===== config.mk =====
export PLATFORM = sky130hd
export DESIGN_NAME = tlic_top
export DESIGN_NICKNAME = d
export VERILOG_FILES = /design/src/design/tlic_pkg.sv /design/src/design/tlic_sync.sv /design/src/design/tlic_fault.sv /design/src/design/tlic_top.sv
export VERILOG_INCLUDE_DIRS = /design/src /design/src/design
export SDC_FILE = /design/constraint.sdc
export NUM_CORES = 1
export LEC_CHECK = 0
export BUFFER_PORTS_ARGS = -buffer_cell sky130_fd_sc_hd__buf_2
export CAP_MARGIN = 20
export CELL_PAD_IN_SITES_DETAIL_PLACEMENT = 0
export CELL_PAD_IN_SITES_GLOBAL_PLACEMENT = 1
export CORE_MARGIN = 3
export CORE_UTILIZATION = 35
export CTS_CLUSTER_SIZE = 28
export DETAILED_ROUTE_END_ITERATION = 16
export PLACE_DENSITY_LB_ADDON = 0.3
export SKIP_CTS_REPAIR_TIMING = 1
export SLEW_MARGIN = 30
export SYNTH_ARGS = -nofsm -noshare
export SYNTH_HDL_FRONTEND = slang
export SYNTH_HIERARCHICAL = 1
export SYNTH_SLANG_ARGS = --single-unit

===== constraint.sdc =====
create_clock -name clk_i -period 2.1 [get_ports clk_i]
set_input_delay 0.21 -clock clk_i [delete_from_list [all_inputs] [get_ports clk_i]]
set_output_delay 0.21 -clock clk_i [all_outputs]
set_load 0.005 [all_outputs]

===== src/design/tlic_map.svh =====
// Register offsets, field positions, reset values and counts of the top-level interrupt block
`ifndef TLIC_MAP_SVH
`define TLIC_MAP_SVH
`define TLIC_ADDR_W 32
`define TLIC_NSRC 17
`define TLIC_OFF_PEND_SET 32'hE000E200
`define TLIC_OFF_PEND_CLR 32'hE000E280
`define TLIC_OFF_ACTIVE 32'hE000E300
`define TLIC_OFF_MISSED 32'h4000A820
`define TLIC_OFF_AFSR 32'hE000ED3C
`define TLIC_OFF_EVT_STAT 32'hE000EF00
`define TLIC_OFF_EVT_MASK 32'hE000EF04
`define TLIC_SRC_MASK 32'h0001FFFF
`define TLIC_MISS_MASK 32'h0000FFFC
`define TLIC_AFSR_MASK 32'h0000000F
`define TLIC_EVT_MASK_BITS 32'h00000007
`define TLIC_BIT_WIDTH 3
`define TLIC_BIT_PRIV 2
`define TLIC_BIT_UNMAP 1
`define TLIC_BIT_REPEAT 0
`define TLIC_EVT_FAULT 0
`define TLIC_EVT_MISS 1
`define TLIC_EVT_PEND 2
`define TLIC_RESET_VAL 32'h00000000
`endif


===== src/design/tlic_pkg.sv =====
// Types shared by the top-level interrupt block
package tlic_pkg;
   typedef struct packed {
      logic valid;
      logic narrow;
      logic unaligned;
      logic unpriv_wr;
      logic beyond_regs;
      logic beyond_mem;
   } tlic_fault_s;

   typedef enum logic [1:0] {
      TLIC_IDLE = 2'b00,
      TLIC_ACK = 2'b01
   } tlic_bus_e;
endpackage : tlic_pkg


===== src/design/tlic_sync.sv =====
// Two-flop synchroniser for asynchronous interrupt source levels
`timescale 1ns/1ps
module tlic_sync #(
   parameter int W = 17
) (
   input wire logic clk_i,
   input wire logic rst_i,
   input wire logic [W-1:0] d_i,
   output logic [W-1:0] q_o
);
   logic [W-1:0] meta_q;

   always_ff @(posedge clk_i) begin
      if (rst_i) begin
         meta_q <= '0;
         q_o <= '0;
      end else begin
         meta_q <= d_i;
         q_o <= meta_q;
      end
   end
endmodule : tlic_sync


===== src/design/tlic_fault.sv =====
// Auxiliary bus-fault status register with cause decode and repeat flag
`timescale 1ns/1ps
`include "tlic_map.svh"
module tlic_fault (
   input wire logic clk_i,
   input wire logic rst_i,
   input wire tlic_pkg::tlic_fault_s fault_i,
   input wire logic clr_i,
   input wire logic [3:0] clr_bits_i,
   output logic [3:0] afsr_o,
   output logic fault_evt_o
);
   logic [3:0] set_bits;

   always_comb begin
      set_bits = 4'h0;
      if (fault_i.valid) begin
         set_bits[`TLIC_BIT_WIDTH] = fault_i.narrow | fault_i.unaligned;
         set_bits[`TLIC_BIT_PRIV] = fault_i.unpriv_wr;
         set_bits[`TLIC_BIT_UNMAP] = fault_i.beyond_regs | fault_i.beyond_mem;
         set_bits[`TLIC_BIT_REPEAT] = |afsr_o;
      end
   end

   // Set wins over a same-cycle software clear so no cause is lost
   always_ff @(posedge clk_i) begin
      if (rst_i) begin
         afsr_o <= 4'h0;
      end else begin
         afsr_o <= (afsr_o & ~(clr_i ? clr_bits_i : 4'h0)) | set_bits;
      end
   end

   always_ff @(posedge clk_i) begin
      if (rst_i) begin
         fault_evt_o <= 1'b0;
      end else begin
         fault_evt_o <= fault_i.valid;
      end
   end
endmodule : tlic_fault


===== src/design/tlic_top.sv =====
// Top-level interrupt pending, active, missed and bus-fault status with a Wishbone slave
//
// Chosen here: the Wishbone slave port.
`timescale 1ns/1ps
`include "tlic_map.svh"
module tlic_top (
   input wire logic clk_i,
   input wire logic rst_i,
   input wire logic wb_cyc_i,
   input wire logic wb_stb_i,
   input wire logic wb_we_i,
   input wire logic [31:0] wb_adr_i,
   input wire logic [3:0] wb_sel_i,
   input wire logic [31:0] wb_dat_i,
   output logic [31:0] wb_dat_o,
   output logic wb_ack_o,
   output logic wb_err_o,
   input wire logic [16:0] src_irq_i,
   input wire logic [16:0] src_active_i,
   input wire tlic_pkg::tlic_fault_s fault_i,
   output logic [16:0] pending_o,
   output logic irq_o
);
   logic [16:0] src_sync;
   logic [16:0] src_prev_q;
   logic [16:0] src_rise;
   logic [16:0] active_sync;
   logic [16:0] pending_q;
   logic [15:2] missed_q;
   logic [3:0] afsr;
   logic fault_evt;
   logic [2:0] evt_stat_q;
   logic [2:0] evt_mask_q;
   logic [2:0] evt_set;
   logic [31:0] wmask;
   logic [31:0] wr_ones;
   logic bus_req;
   logic bus_wr;
   logic hit_set;
   logic hit_clr;
   logic hit_act;
   logic hit_miss;
   logic hit_afsr;
   logic hit_stat;
   logic hit_mask;
   logic hit_any;
   logic [31:0] rd_data;
   tlic_pkg::tlic_bus_e bus_state_q;

   // Sources and active levels come from other blocks' clocks, so both pass two flops
   tlic_sync #(.W(`TLIC_NSRC)) u_src_sync (
      .clk_i(clk_i),
      .rst_i(rst_i),
      .d_i(src_irq_i),
      .q_o(src_sync)
   );

   tlic_sync #(.W(`TLIC_NSRC)) u_act_sync (
      .clk_i(clk_i),
      .rst_i(rst_i),
      .d_i(src_active_i),
      .q_o(active_sync)
   );

   tlic_fault u_fault (
      .clk_i(clk_i),
      .rst_i(rst_i),
      .fault_i(fault_i),
      .clr_i(bus_wr & hit_afsr),
      .clr_bits_i(wr_ones[3:0]),
      .afsr_o(afsr),
      .fault_evt_o(fault_evt)
   );

   // Byte lane mask from sel
   genvar gi;
   generate
      for (gi = 0; gi < 4; gi++) begin : g_lane
         assign wmask[gi*8 +: 8] = {8{wb_sel_i[gi]}};
      end
   endgenerate

   assign wr_ones = wb_dat_i & wmask;
   assign bus_req = wb_cyc_i & wb_stb_i & (bus_state_q == tlic_pkg::TLIC_IDLE);
   assign hit_set = (wb_adr_i == `TLIC_OFF_PEND_SET);
   assign hit_clr = (wb_adr_i == `TLIC_OFF_PEND_CLR);
   assign hit_act = (wb_adr_i == `TLIC_OFF_ACTIVE);
   assign hit_miss = (wb_adr_i == `TLIC_OFF_MISSED);
   assign hit_afsr = (wb_adr_i == `TLIC_OFF_AFSR);
   assign hit_stat = (wb_adr_i == `TLIC_OFF_EVT_STAT);
   assign hit_mask = (wb_adr_i == `TLIC_OFF_EVT_MASK);
   assign hit_any = hit_set | hit_clr | hit_act | hit_miss | hit_afsr | hit_stat | hit_mask;
   // A write takes effect once, on the edge that raises ack
   assign bus_wr = bus_req & wb_we_i & hit_any;

   assign src_rise = src_sync & ~src_prev_q;

   always_ff @(posedge clk_i) begin
      if (rst_i) begin
         src_prev_q <= 17'h00000;
      end else begin
         src_prev_q <= src_sync;
      end
   end

   // A rising source edge pends; software set pends; software clear drops.
   // New edges win over a same-cycle clear so no request is lost.
   always_ff @(posedge clk_i) begin
      if (rst_i) begin
         pending_q <= 17'h00000;
      end else begin
         pending_q <= (pending_q
                       & ~((bus_wr & hit_clr) ? wr_ones[16:0] : 17'h00000))
                      | ((bus_wr & hit_set) ? wr_ones[16:0] : 17'h00000)
                      | src_rise;
      end
   end

   // A rising edge on source 2 to 15 while it is still pending is a lost interrupt
   always_ff @(posedge clk_i) begin
      if (rst_i) begin
         missed_q <= 14'h0000;
      end else begin
         missed_q <= (missed_q & ~((bus_wr & hit_miss) ? wr_ones[15:2] : 14'h0000))
                     | (src_rise[15:2] & pending_q[15:2]);
      end
   end

   assign evt_set[`TLIC_EVT_FAULT] = fault_evt;
   assign evt_set[`TLIC_EVT_MISS] = |(src_rise[15:2] & pending_q[15:2]);
   assign evt_set[`TLIC_EVT_PEND] = |src_rise;

   always_ff @(posedge clk_i) begin
      if (rst_i) begin
         evt_stat_q <= 3'h0;
      end else begin
         evt_stat_q <= (evt_stat_q & ~((bus_wr & hit_stat) ? wr_ones[2:0] : 3'h0)) | evt_set;
      end
   end

   always_ff @(posedge clk_i) begin
      if (rst_i) begin
         evt_mask_q <= 3'h0;
      end else if (bus_wr & hit_mask) begin
         evt_mask_q <= (evt_mask_q & ~wmask[2:0]) | (wb_dat_i[2:0] & wmask[2:0]);
      end
   end

   always_ff @(posedge clk_i) begin
      if (rst_i) begin
         irq_o <= 1'b0;
         pending_o <= 17'h00000;
      end else begin
         irq_o <= |(evt_stat_q & evt_mask_q);
         pending_o <= pending_q;
      end
   end

   // Set and clear registers read back the pending state
   always_comb begin
      rd_data = `TLIC_RESET_VAL;
      if (hit_set | hit_clr) begin
         rd_data = {15'h0000, pending_q};
      end else if (hit_act) begin
         rd_data = {15'h0000, active_sync};
      end else if (hit_miss) begin
         rd_data = {16'h0000, missed_q, 2'h0};
      end else if (hit_afsr) begin
         rd_data = {28'h0000000, afsr};
      end else if (hit_stat) begin
         rd_data = {29'h00000000, evt_stat_q};
      end else if (hit_mask) begin
         rd_data = {29'h00000000, evt_mask_q};
      end
   end

   // One-cycle answer: ack for a mapped address, err otherwise; dropped the next cycle
   always_ff @(posedge clk_i) begin
      if (rst_i) begin
         bus_state_q <= tlic_pkg::TLIC_IDLE;
         wb_ack_o <= 1'b0;
         wb_err_o <= 1'b0;
         wb_dat_o <= 32'h00000000;
      end else begin
         case (bus_state_q)
            tlic_pkg::TLIC_IDLE: begin
               wb_ack_o <= bus_req & hit_any;
               wb_err_o <= bus_req & ~hit_any;
               wb_dat_o <= (bus_req & ~wb_we_i) ? rd_data : 32'h00000000;
               if (bus_req) begin
                  bus_state_q <= tlic_pkg::TLIC_ACK;
               end
            end
            tlic_pkg::TLIC_ACK: begin
               wb_ack_o <= 1'b0;
               wb_err_o <= 1'b0;
               bus_state_q <= tlic_pkg::TLIC_IDLE;
            end
            default: begin
               wb_ack_o <= 1'b0;
               wb_err_o <= 1'b0;
               bus_state_q <= tlic_pkg::TLIC_IDLE;
            end
         endcase
      end
   end
endmodule : tlic_top


==> results.toml, run 1 <==
[cells_and_area]
multiInputGateArea_mm2 = 0.00272
syn2layout_area_growth_pct = 25.9
final_cell_mix = "dfxtp_1 (165), buf_2 (132), nor2b_1 (108), nor2_1 (46), nand2_1 (30)"
nFillCells = 1689
utilization_pct = 45.6
nets = 909
n_antenna_cell = 0
final_common_cell = "dfxtp_1"
drive_gt1_share_pct = 28.7
ff_latch_area_mm2 = 0.00330

[grt]
grt_pass1_wl_mm = 26.0
antenna_found_initial = 0
grt_usage_pct = 16.6
grt_max_degree = 149
overflow = 0
first_global_vias = 5044

[pwr]
ir_drop_mv = 0.593
total_power_mw = 6.81
power_leakage_nw = 3.36
power_density_mw_per_mm2 = 854

[logic_synthesis]
synth.avg_cell_area_um2 = 9.91
ys.flop_type = "dfxtp_1"
synth_area_leaders = "dfxtp_1 (52%), nor2b_1 (11%), a22oi_1 (3.2%), nor2_1 (2.7%), buf_4 (1.8%)"
syn_area_mm2 = 0.00633
yosys.area.top_type = "dfxtp_1"
synth_edf_count = 0
synth_cell_types = 56
synthArstFlopShare_pct = 0
synth_cells = 639
yosysTopAreaCellShare_pct = 52.1
synth-warning-count = 6
ys_seq_area_share_pct = 52.1
synth_seq_cells = 165

[clocking]
numCtsBuffers = 17
cts_tree = "done"
cts.path.max_buffers = 2
root_buffer = "clkbuf_16"
path_clk_slew_ns = 0.06
htree_levels = 4
clkSinkCount = 165
clk_latency_ns = 0.42

[timing]
max-slew-margin-rel_pct = 58.2
finalHoldViolCount = 3
grt_setup_unrepaired = "no"
finalCritPeriodShare_pct = 86.7
finalCriticalPeriod_ns = 1.82
tns_ns = 0
fmax_mhz = 550
holdWs_ns = -0.00156
finalMaxSlewViolations = 0
setup_viol = 0
fin_ws_ns = 0.280
max_slew.worst_pin.slew_ns = 0.626
fin_worst_skew_ns = 0.00755

[die]
num_rows = 48
fp.coreArea_mm2 = 0.0175
start_util_pct = 36.2
die_area_mm2 = 0.0198
die_h_um = 141
dieWidth_um = 141
pin_count = 165

[outcome]
status = "finished, violations left"
violations = "hold timing"

[worst_setup_path]
start_kind = "input port"
required_ns = 2.44
critPathMaxFanout = 13
critPathCaptureType = "flop"
r2r_start = "bus_state_q[0]"
startpoint = "wb_adr_i[2]"
ff2ff_setup_slack_ns = 0.36
path_class = "in2reg"
cp.arrival_ns = 2.16

[placement]
gp_congestion = 0.847
dp_slack_ns = -0.167
place.port_buffers = 133
dpl.hpwl_mm = 11.7

[worst_hold_path]
min-delay-start = "src_irq_i[7]"
hold_class = "in2reg"

[routing]
dr.pass1.iters = 4
vias = 5046
drcViolationCount = 0
ant_nets = 0
post_drt_wl_per_cell_um = 15.9
wl_mm = 16.4
post_drt_via_cell_ratio = 4.88
drt-initial-drc-count = 402

[run]
maxCapViolations = 0
-- Yosys cell counts (3+ instances only) --
master / instances
clkbuf_1: 14
or3_1: 6
a211o_2: 10
nor3_1: 9
o31ai_1: 14
nor4b_1: 4
o41ai_1: 3
nand3b_1: 8
buf_6: 10
nand2_1: 30
a21oi_1: 21
and2b_2: 8
nor2_1: 46
nand4_1: 5
nor4_1: 12
buf_4: 15
nand3_1: 8
and2_1: 3
o21ai_0: 20
a21bo_1: 3
inv_1: 14
nor2b_1: 108
buf_2: 6
o21ai_1: 4
a22oi_1: 27
mux2i_1: 6
nand2b_1: 4
nand4b_1: 3
a211o_1: 5
and3_1: 3
o21ai_2: 10
dfxtp_1: 165
-- area by class of cell --
class | count | area share, %
clock buffers | 22 | 5.70
clock inverters | 9 | 1.62
inverters | 14 | 0.659
multi-input cells | 427 | 34.1
flip-flops and latches | 165 | 41.4
well taps | 225 | 3.53
repair buffers | 171 | 13.0
-- power by group --
part | switching, mW | internal, mW
Clock | 1.18 | 1.89
Sequential | 0.0561 | 3.25
Combinational | 0.227 | 0.213
-- logic make-up (layout without fill, tap and decap cells) --
| family | Yosys count | after routing | share of synthesized area [%] |
|---|---|---|---|
| AND/OR/NAND/NOR | 276 | 276 | 26.3 |
| flip-flops | 165 | 165 | 52.1 |
| AO/OA/AOI/OAI | 130 | 130 | 14.7 |
| buffers and inverters | 61 | 216 | 5.81 |
| multiplexers | 6 | 6 | 0.948 |
| other | 1 | 15 | 0.0592 |
-- stage by stage --
stage               std cells  hold slack [ns]  area (um2)
floorplan                 653            0.279        6390
global placement          998            0.416        7350
detailed placement        998            0.424        7350
CTS                      1029          -0.0188        7940
global route             1033          0.00131        7980
finish                   1033         -0.00156        7980
-- metal layers --
metal | share of wire, % | track usage [%] | up-vias
li1 | - | - | 2525
met2 | 45 | 26.4 | 163
met4 | 2.1 | 6.83 | 0
met1 | 46 | 21.8 | 2330
met3 | 6.3 | 3.96 | 28
met5 | 0 | 0 | -
-- worst max-delay path: stages --
cell	delay (ns)
buf_2	0.10
or3_1	0.37
or4_1	0.57
buf_4	0.23
nor4_4	0.31
buf_12	0.19
a22oi_1	0.08
o21ai_0	0.08
-- final timing paths --
kind                                              to  cells after the start
worst max-delay path                     wb_dat_o[6]                      8
worst min-delay path            u_src_sync/meta_q[7]                      2
worst max register to register           wb_dat_o[6]                      6
worst min register to register         evt_stat_q[0]                      2
-- state kept, by name, summed over array words and instances (netlist names), 3 cells and up, named ones only --
signal             flops
u_fault/afsr_o         4
u_src_sync/q_o        17
src_prev_q            17
pending_q             17
missed_q              14
u_src_sync/meta_q     17
u_act_sync/q_o        17
u_act_sync/meta_q     17
wb_dat_o              17
evt_stat_q             3
pending_o             17
No activity file was read; power rests on OpenSTA's default activity.
==> run 2: changes to the inputs <==
Settings changed: ABC_AREA set to 1.
Clock period 2.1 ns to 2.2 ns, I/O delays scaled along.
==> run 2 against run 1 <==
  * The run still ends with hold timing left
  * Sequential power down 5%
  * Cell count up 36%
  * Synthesized cell count up 54%
  * Critical path depth unchanged
  * Clock skew down 0.0021 ns
  * Combinational power up 6.8%
  * Count of clock-buffer cells in the layout unchanged
  * Sequential share of layout area down 3.6 points
  * Design area up 9.4%
  * Utilization down 1.5 points
  * Global-route usage down 0.79 points
  * Non-clock buffer count down 9
  * Critical path type is now reg2reg
==> results.toml, run 2 <==
[pwr]
power_leakage_nw = 4.22
ir_drop_mv = 0.515
power_density_mw_per_mm2 = 760
total_power_mw = 6.63

[grt]
overflow = 0
first_global_vias = 5776
grt_pass1_wl_mm = 27.9
grt_util_met3_pct = 3.74
antenna_found_initial = 0
grt_use_met2_pct = 27.8
grt_max_degree = 54
busiest_layer = "met2"
grt_util_met1_pct = 19.3
grt_usage_pct = 15.8

[logic_synthesis]
synth.avg_cell_area_um2 = 7.26
synth-warning-count = 6
ys_seq_area_share_pct = 46.1
ys.flop_type = "dfxtp_1"
synth_seq_cells = 165
synth_cell_types = 37
synthArstFlopShare_pct = 0
syn_area_mm2 = 0.00716
yosys.area.top_type = "dfxtp_1"
yosys.cell_count.top_type = "nand2_1"
synth_common_cells = "nand2_1 (195), inv_1 (193), dfxtp_1 (165)"
synth_edf_count = 0
synth_cells = 986
yosysTopAreaCellShare_pct = 46.1
synth_area_leaders = "dfxtp_1 (46%), nand2_1 (10%), inv_1 (10%), nor2_1 (8.1%), nand4_1 (5.1%)"

[die]
start_util_pct = 36.2
dieWidth_um = 149
die_area_mm2 = 0.0222
fp.coreArea_mm2 = 0.0198
num_rows = 51
pin_count = 165
die_h_um = 149

[worst_hold_path]
min_to = "u_src_sync/meta_q[13]"
hold_depth = 3
hold_class = "in2reg"
min-delay-start = "src_irq_i[13]"

[routing]
drcViolationCount = 0
vias = 6147
post_drt_wl_per_cell_um = 12.4
ant_nets = 0
drt-initial-drc-count = 272
dr.pass1.iters = 4
post_drt_via_cell_ratio = 4.39
wl_mm = 17.4

[worst_setup_path]
cp_slowest_cell = "buf_4"
r2r_start = "bus_state_q[0]"
cp.arrival_ns = 1.99
critPathCaptureType = "flop"
critPathBufInv = 3
crit_chain = "nor2_1, inv_1, nor2_2, buf_4, nand4_1, nand2_1, inv_1, a21oi_1"
r2r_end = "pending_q[11]"
critPathMaxFanout = 36
reg2regPathDepth = 8
path_delay_family = "simple AND/OR/NAND/NOR gates"
path_class = "reg2reg"
start_kind = "flop"
required_ns = 2.55
slowest_delay_ns = 0.39
worst_path_most_repeated_cell = "inv_1"
ff2ff_setup_slack_ns = 0.56

[timing]
setup_viol = 0
finalMaxSlewViolations = 0
finalCritPeriodShare_pct = 74.5
max_slew.worst_pin.slew_ns = 0.645
holdWs_ns = -0.00484
fin_worst_skew_ns = 0.00548
fmax_mhz = 610
tns_ns = 0
finalHoldViolCount = 5
grt_setup_unrepaired = "no"
max-slew-margin-rel_pct = 57.0
finalCriticalPeriod_ns = 1.64

[clocking]
root_buffer = "clkbuf_16"
htree_levels = 4
clk_latency_ns = 0.42
cts_tree = "done"
path_clk_slew_ns = 0.06
numCtsBuffers = 17
cts.path.max_buffers = 2
clkSinkCount = 165

[cells_and_area]
syn2layout_area_growth_pct = 21.9
drive_gt1_share_pct = 21.6
nets = 1238
nFillCells = 2165
ff_latch_area_mm2 = 0.00330
multiInputGateArea_mm2 = 0.00277
final_cell_mix = "nand2_1 (195), inv_1 (193), dfxtp_1 (165), nor2_1 (153), buf_2 (132)"
n_antenna_cell = 0
final_common_cell = "nand2_1"

[placement]
gp_congestion = 0.761
dpl.hpwl_mm = 13.0
place.port_buffers = 133

[run]
maxCapViolations = 0

[outcome]
violations = "hold timing"
status = "finished, violations left"
==> run 2: cell count changes after synthesis, sizes merged, moves of 31 or more <==
cell and delta:
inv +190, nand2 +176, nor2 +123, nor2b -108
nand4 +53, a21oi +31
==> run 2: per-layer routing <==
| layer | share of wire (%) | vias to the layer above |
|---|---|---|
| met4 | 1.6 | 0 |
| met1 | 45 | 2755 |
| met3 | 4.4 | 20 |
| met5 | 0 | - |
| li1 | - | 3255 |
| met2 | 49 | 117 |
==> run 2: cells by family after synthesis <==
| logic type | after synthesis | share of synthesized area (%) |
|---|---|---|
| buffers and inverters | 260 | 16.0 |
| other | 1 | 0.0524 |
| AO/OA/AOI/OAI | 78 | 7.25 |
| flip-flops | 165 | 46.1 |
| AND/OR/NAND/NOR | 482 | 30.6 |
==> run 2: final cells by class <==
cell class | count | area share, %
Tap cell | 265 | 3.80
Sequential cell | 165 | 37.8
Timing Repair Buffer | 162 | 10.9
Multi-Input combinational cell | 575 | 31.8
Clock buffer | 22 | 5.43
Inverter | 204 | 8.80
Clock inverter | 8 | 1.43
==> run 2: power breakdown <==
group | switching (mW) | leakage [nW] | total, mW | internal [mW]
clock | 1.15 | 0.292 | 3.01 | 1.86
combinational | 0.284 | 2.58 | 0.470 | 0.185
sequential | 0.0502 | 1.35 | 3.15 | 3.10
==> run 2: how the worst max path moves through the flow <==
stage	cells after the start	from	slack, ns	end
detailed placement	15	wb_adr_i[17]	0.21	pending_q[11]
global placement	15	wb_adr_i[16]	0.22	u_fault/afsr_o[1]
CTS	8	bus_state_q[0]	0.56	pending_q[10]
finish	8	bus_state_q[0]	0.56	pending_q[11]
floorplan	11	bus_state_q[0]	0.37	u_fault/afsr_o[1]
global route	8	bus_state_q[0]	0.40	pending_q[8]
==> run 2: tightest hold or removal path, delay by kind of cell <==
kind | cells | cell delay (ns)
AND/OR/NAND/NOR | 1 | 0.06
buffers and inverters | 2 | 0.10
==> run 2: stage by stage <==
step | std cells | setup WS [ns] | instance area [um2] | util (%) | hold WS [ns]
after detailed placement | 1359 | 0.207 | 8010 | 40.5 | 0.393
final | 1401 | 0.560 | 8730 | 44.1 | -0.00484
after CTS | 1389 | 0.563 | 8610 | 43.5 | -0.0189
after global routing | 1401 | 0.402 | 8730 | 44.1 | -0.000711
after global placement | 1359 | 0.221 | 8010 | 40.5 | 0.392
after floorplan | 1000 | 0.368 | 7210 | - | 0.323
==> run 3: changes to the inputs <==
Clock period 2.2 ns to 1.7 ns, I/O delays scaled along.
==> run 3 against run 2 <==
  * The run now ends clean
  * Sequential cell count stayed put
  * Design area is 6.7% higher
  * Die area stayed put
  * Non-clock buffer count is 56 higher
  * Critical path type unchanged
  * Critical endpoint is now pending_q[15]
  * Largest cell class unchanged
  * Largest power group unchanged
==> results.toml, run 3 (same netlist as run 2, synthesis figures left out) <==
[die]
die_area_mm2 = 0.0222
start_util_pct = 36.2
die_h_um = 149
fp.coreArea_mm2 = 0.0198
dieWidth_um = 149
pin_count = 165
num_rows = 51

[routing]
post_drt_wl_per_cell_um = 12.2
ant_nets = 0
wl_mm = 17.8
vias = 6372
drt-initial-drc-count = 282
drcViolationCount = 0
dr.pass1.iters = 7
post_drt_via_cell_ratio = 4.37

[worst_setup_path]
start_kind = "flop"
cp_num_cells = 9
r2r_end = "pending_q[15]"
cp.arrival_ns = 1.87
cp_slowest_cell = "dfxtp_1"
required_ns = 2.05
r2r_start = "bus_state_q[0]"
crit_end = "pending_q[15]"
path_class = "reg2reg"
startpoint = "bus_state_q[0]"
ff2ff_setup_slack_ns = 0.18
slowest_delay_ns = 0.32
crit_chain = "nor2_1, inv_1, nor2_2, buf_12, buf_4, nand4_1, nand2_1, inv_1, a21oi_1"
critPathMaxFanout = 37
critPathCaptureType = "flop"
reg2regPathDepth = 9
critPathBufInv = 4
path_delay_family = "buffers and inverters"
worst_path_most_repeated_cell = "inv_1"

[timing]
max_slew.worst_pin.slew_ns = 0.520
grt_setup_unrepaired = "no"
finalCriticalPeriod_ns = 1.52
max-slew-margin-rel_pct = 65.3
setup_viol = 0
finalMaxSlewViolations = 0
fin_ws_ns = 0.177
holdWs_ns = 0.00396
tns_ns = 0
fmax_mhz = 657
fin_worst_skew_ns = 0.00812
finalHoldViolCount = 0
finalCritPeriodShare_pct = 89.6

[clocking]
htree_levels = 4
numCtsBuffers = 17
cts_tree = "done"
clkSinkCount = 165
cts.path.max_buffers = 2
clk_latency_ns = 0.42
root_buffer = "clkbuf_16"
path_clk_slew_ns = 0.07

[cells_and_area]
stdcell_count = 1459
final_common_cell = "nand2_1"
nFillCells = 2110
n_antenna_cell = 0
drive_gt1_share_pct = 23.3
ff_latch_area_mm2 = 0.00330
nets = 1294
final_cell_mix = "nand2_1 (195), inv_1 (193), dfxtp_1 (165), nor2_1 (152), buf_2 (132)"
syn2layout_area_growth_pct = 30.0
multiInputGateArea_mm2 = 0.00278

[grt]
busiest_layer = "met2"
grt_util_met1_pct = 20.2
grt_usage_pct = 16.3
antenna_found_initial = 0
grt_pass1_wl_mm = 28.7
grt_max_degree = 40
grt_util_met3_pct = 3.46
overflow = 0
grt_use_met2_pct = 28.0
first_global_vias = 5879

[worst_hold_path]
min-delay-start = "wb_dat_i[0]"
hold_class = "in2reg"

[pwr]
total_power_mw = 8.60
ir_drop_mv = 0.672
power_leakage_nw = 4.50
power_density_mw_per_mm2 = 924

[placement]
placed_cells = 1387
dpl.hpwl_mm = 13.4
place.port_buffers = 133
dp_slack_ns = -0.137
gp_congestion = 0.806

[run]
maxCapViolations = 0

[outcome]
status = "finished clean"
-- run 3: changes by cell type in the layout (fill, tap and decap cells not counted) --
cell | before | now
clkbuf_1 | 2 | 0
bufinv_16 | 3 | 2
buf_4 | 15 | 36
dlygate4sd3_1 | 12 | 40
clkinv_4 | 2 | 3
inv_6 | 0 | 4
clkinvlp_4 | 1 | 2
clkbuf_8 | 3 | 2
buf_12 | 3 | 10
nor2_2 | 8 | 9
nor2_1 | 153 | 152
-- run 3: through the flow --
| step | cell area (um2) | utilization, % |
|---|---|---|
| after floorplan | 7220 | - |
| after global placement | 8310 | 42.0 |
| after detailed placement | 8310 | 42.0 |
| after CTS | 8910 | 45.0 |
| after global routing | 9310 | 47.1 |
| final | 9310 | 47.1 |
-- run 3: layout make-up --
| type | count | share of cell area [%] |
|---|---|---|
| inverters | 204 | 8.25 |
| multi-input cells | 575 | 29.8 |
| flip-flops and latches | 165 | 35.5 |
| well taps | 265 | 3.56 |
| clock buffers | 19 | 4.87 |
| clock inverters | 13 | 1.57 |
| repair buffers | 218 | 16.5 |
-- run 3: per-layer routing --
metal	routed length [um]	share of wire, %	up-vias
met2	8690	49	161
met4	329	1.8	0
met5	0	0	-
li1	-	-	3358
met1	7990	45	2832
met3	824	4.6	21
-- run 3: tightest hold or removal path: stages --
cell and delay, ns:
buf_2 0.10, nand2b_1 0.06, a21oi_1 0.05
-- run 3: how the worst min path moves through the flow --
stage,depth (start not counted),end,slack [ns]
after floorplan,2,u_fault/afsr_o[2],0.27
after global placement,3,u_src_sync/meta_q[13],0.37
after detailed placement,3,u_src_sync/meta_q[2],0.38
after CTS,3,u_fault/afsr_o[2],-0.08
after global routing,3,flop,0.008
final,3,flop,0.004
-- run 3: where the power goes --
| group | switching (mW) | internal [mW] | total, mW | leakage (nW) |
|---|---|---|---|---|
| combinational | 0.379 | 0.302 | 0.681 | 2.85 |
| sequential | 0.0646 | 4.01 | 4.08 | 1.35 |
| clock | 1.59 | 2.26 | 3.85 | 0.291 |
| total | 2.03 | 6.57 | 8.60 | 4.50 |
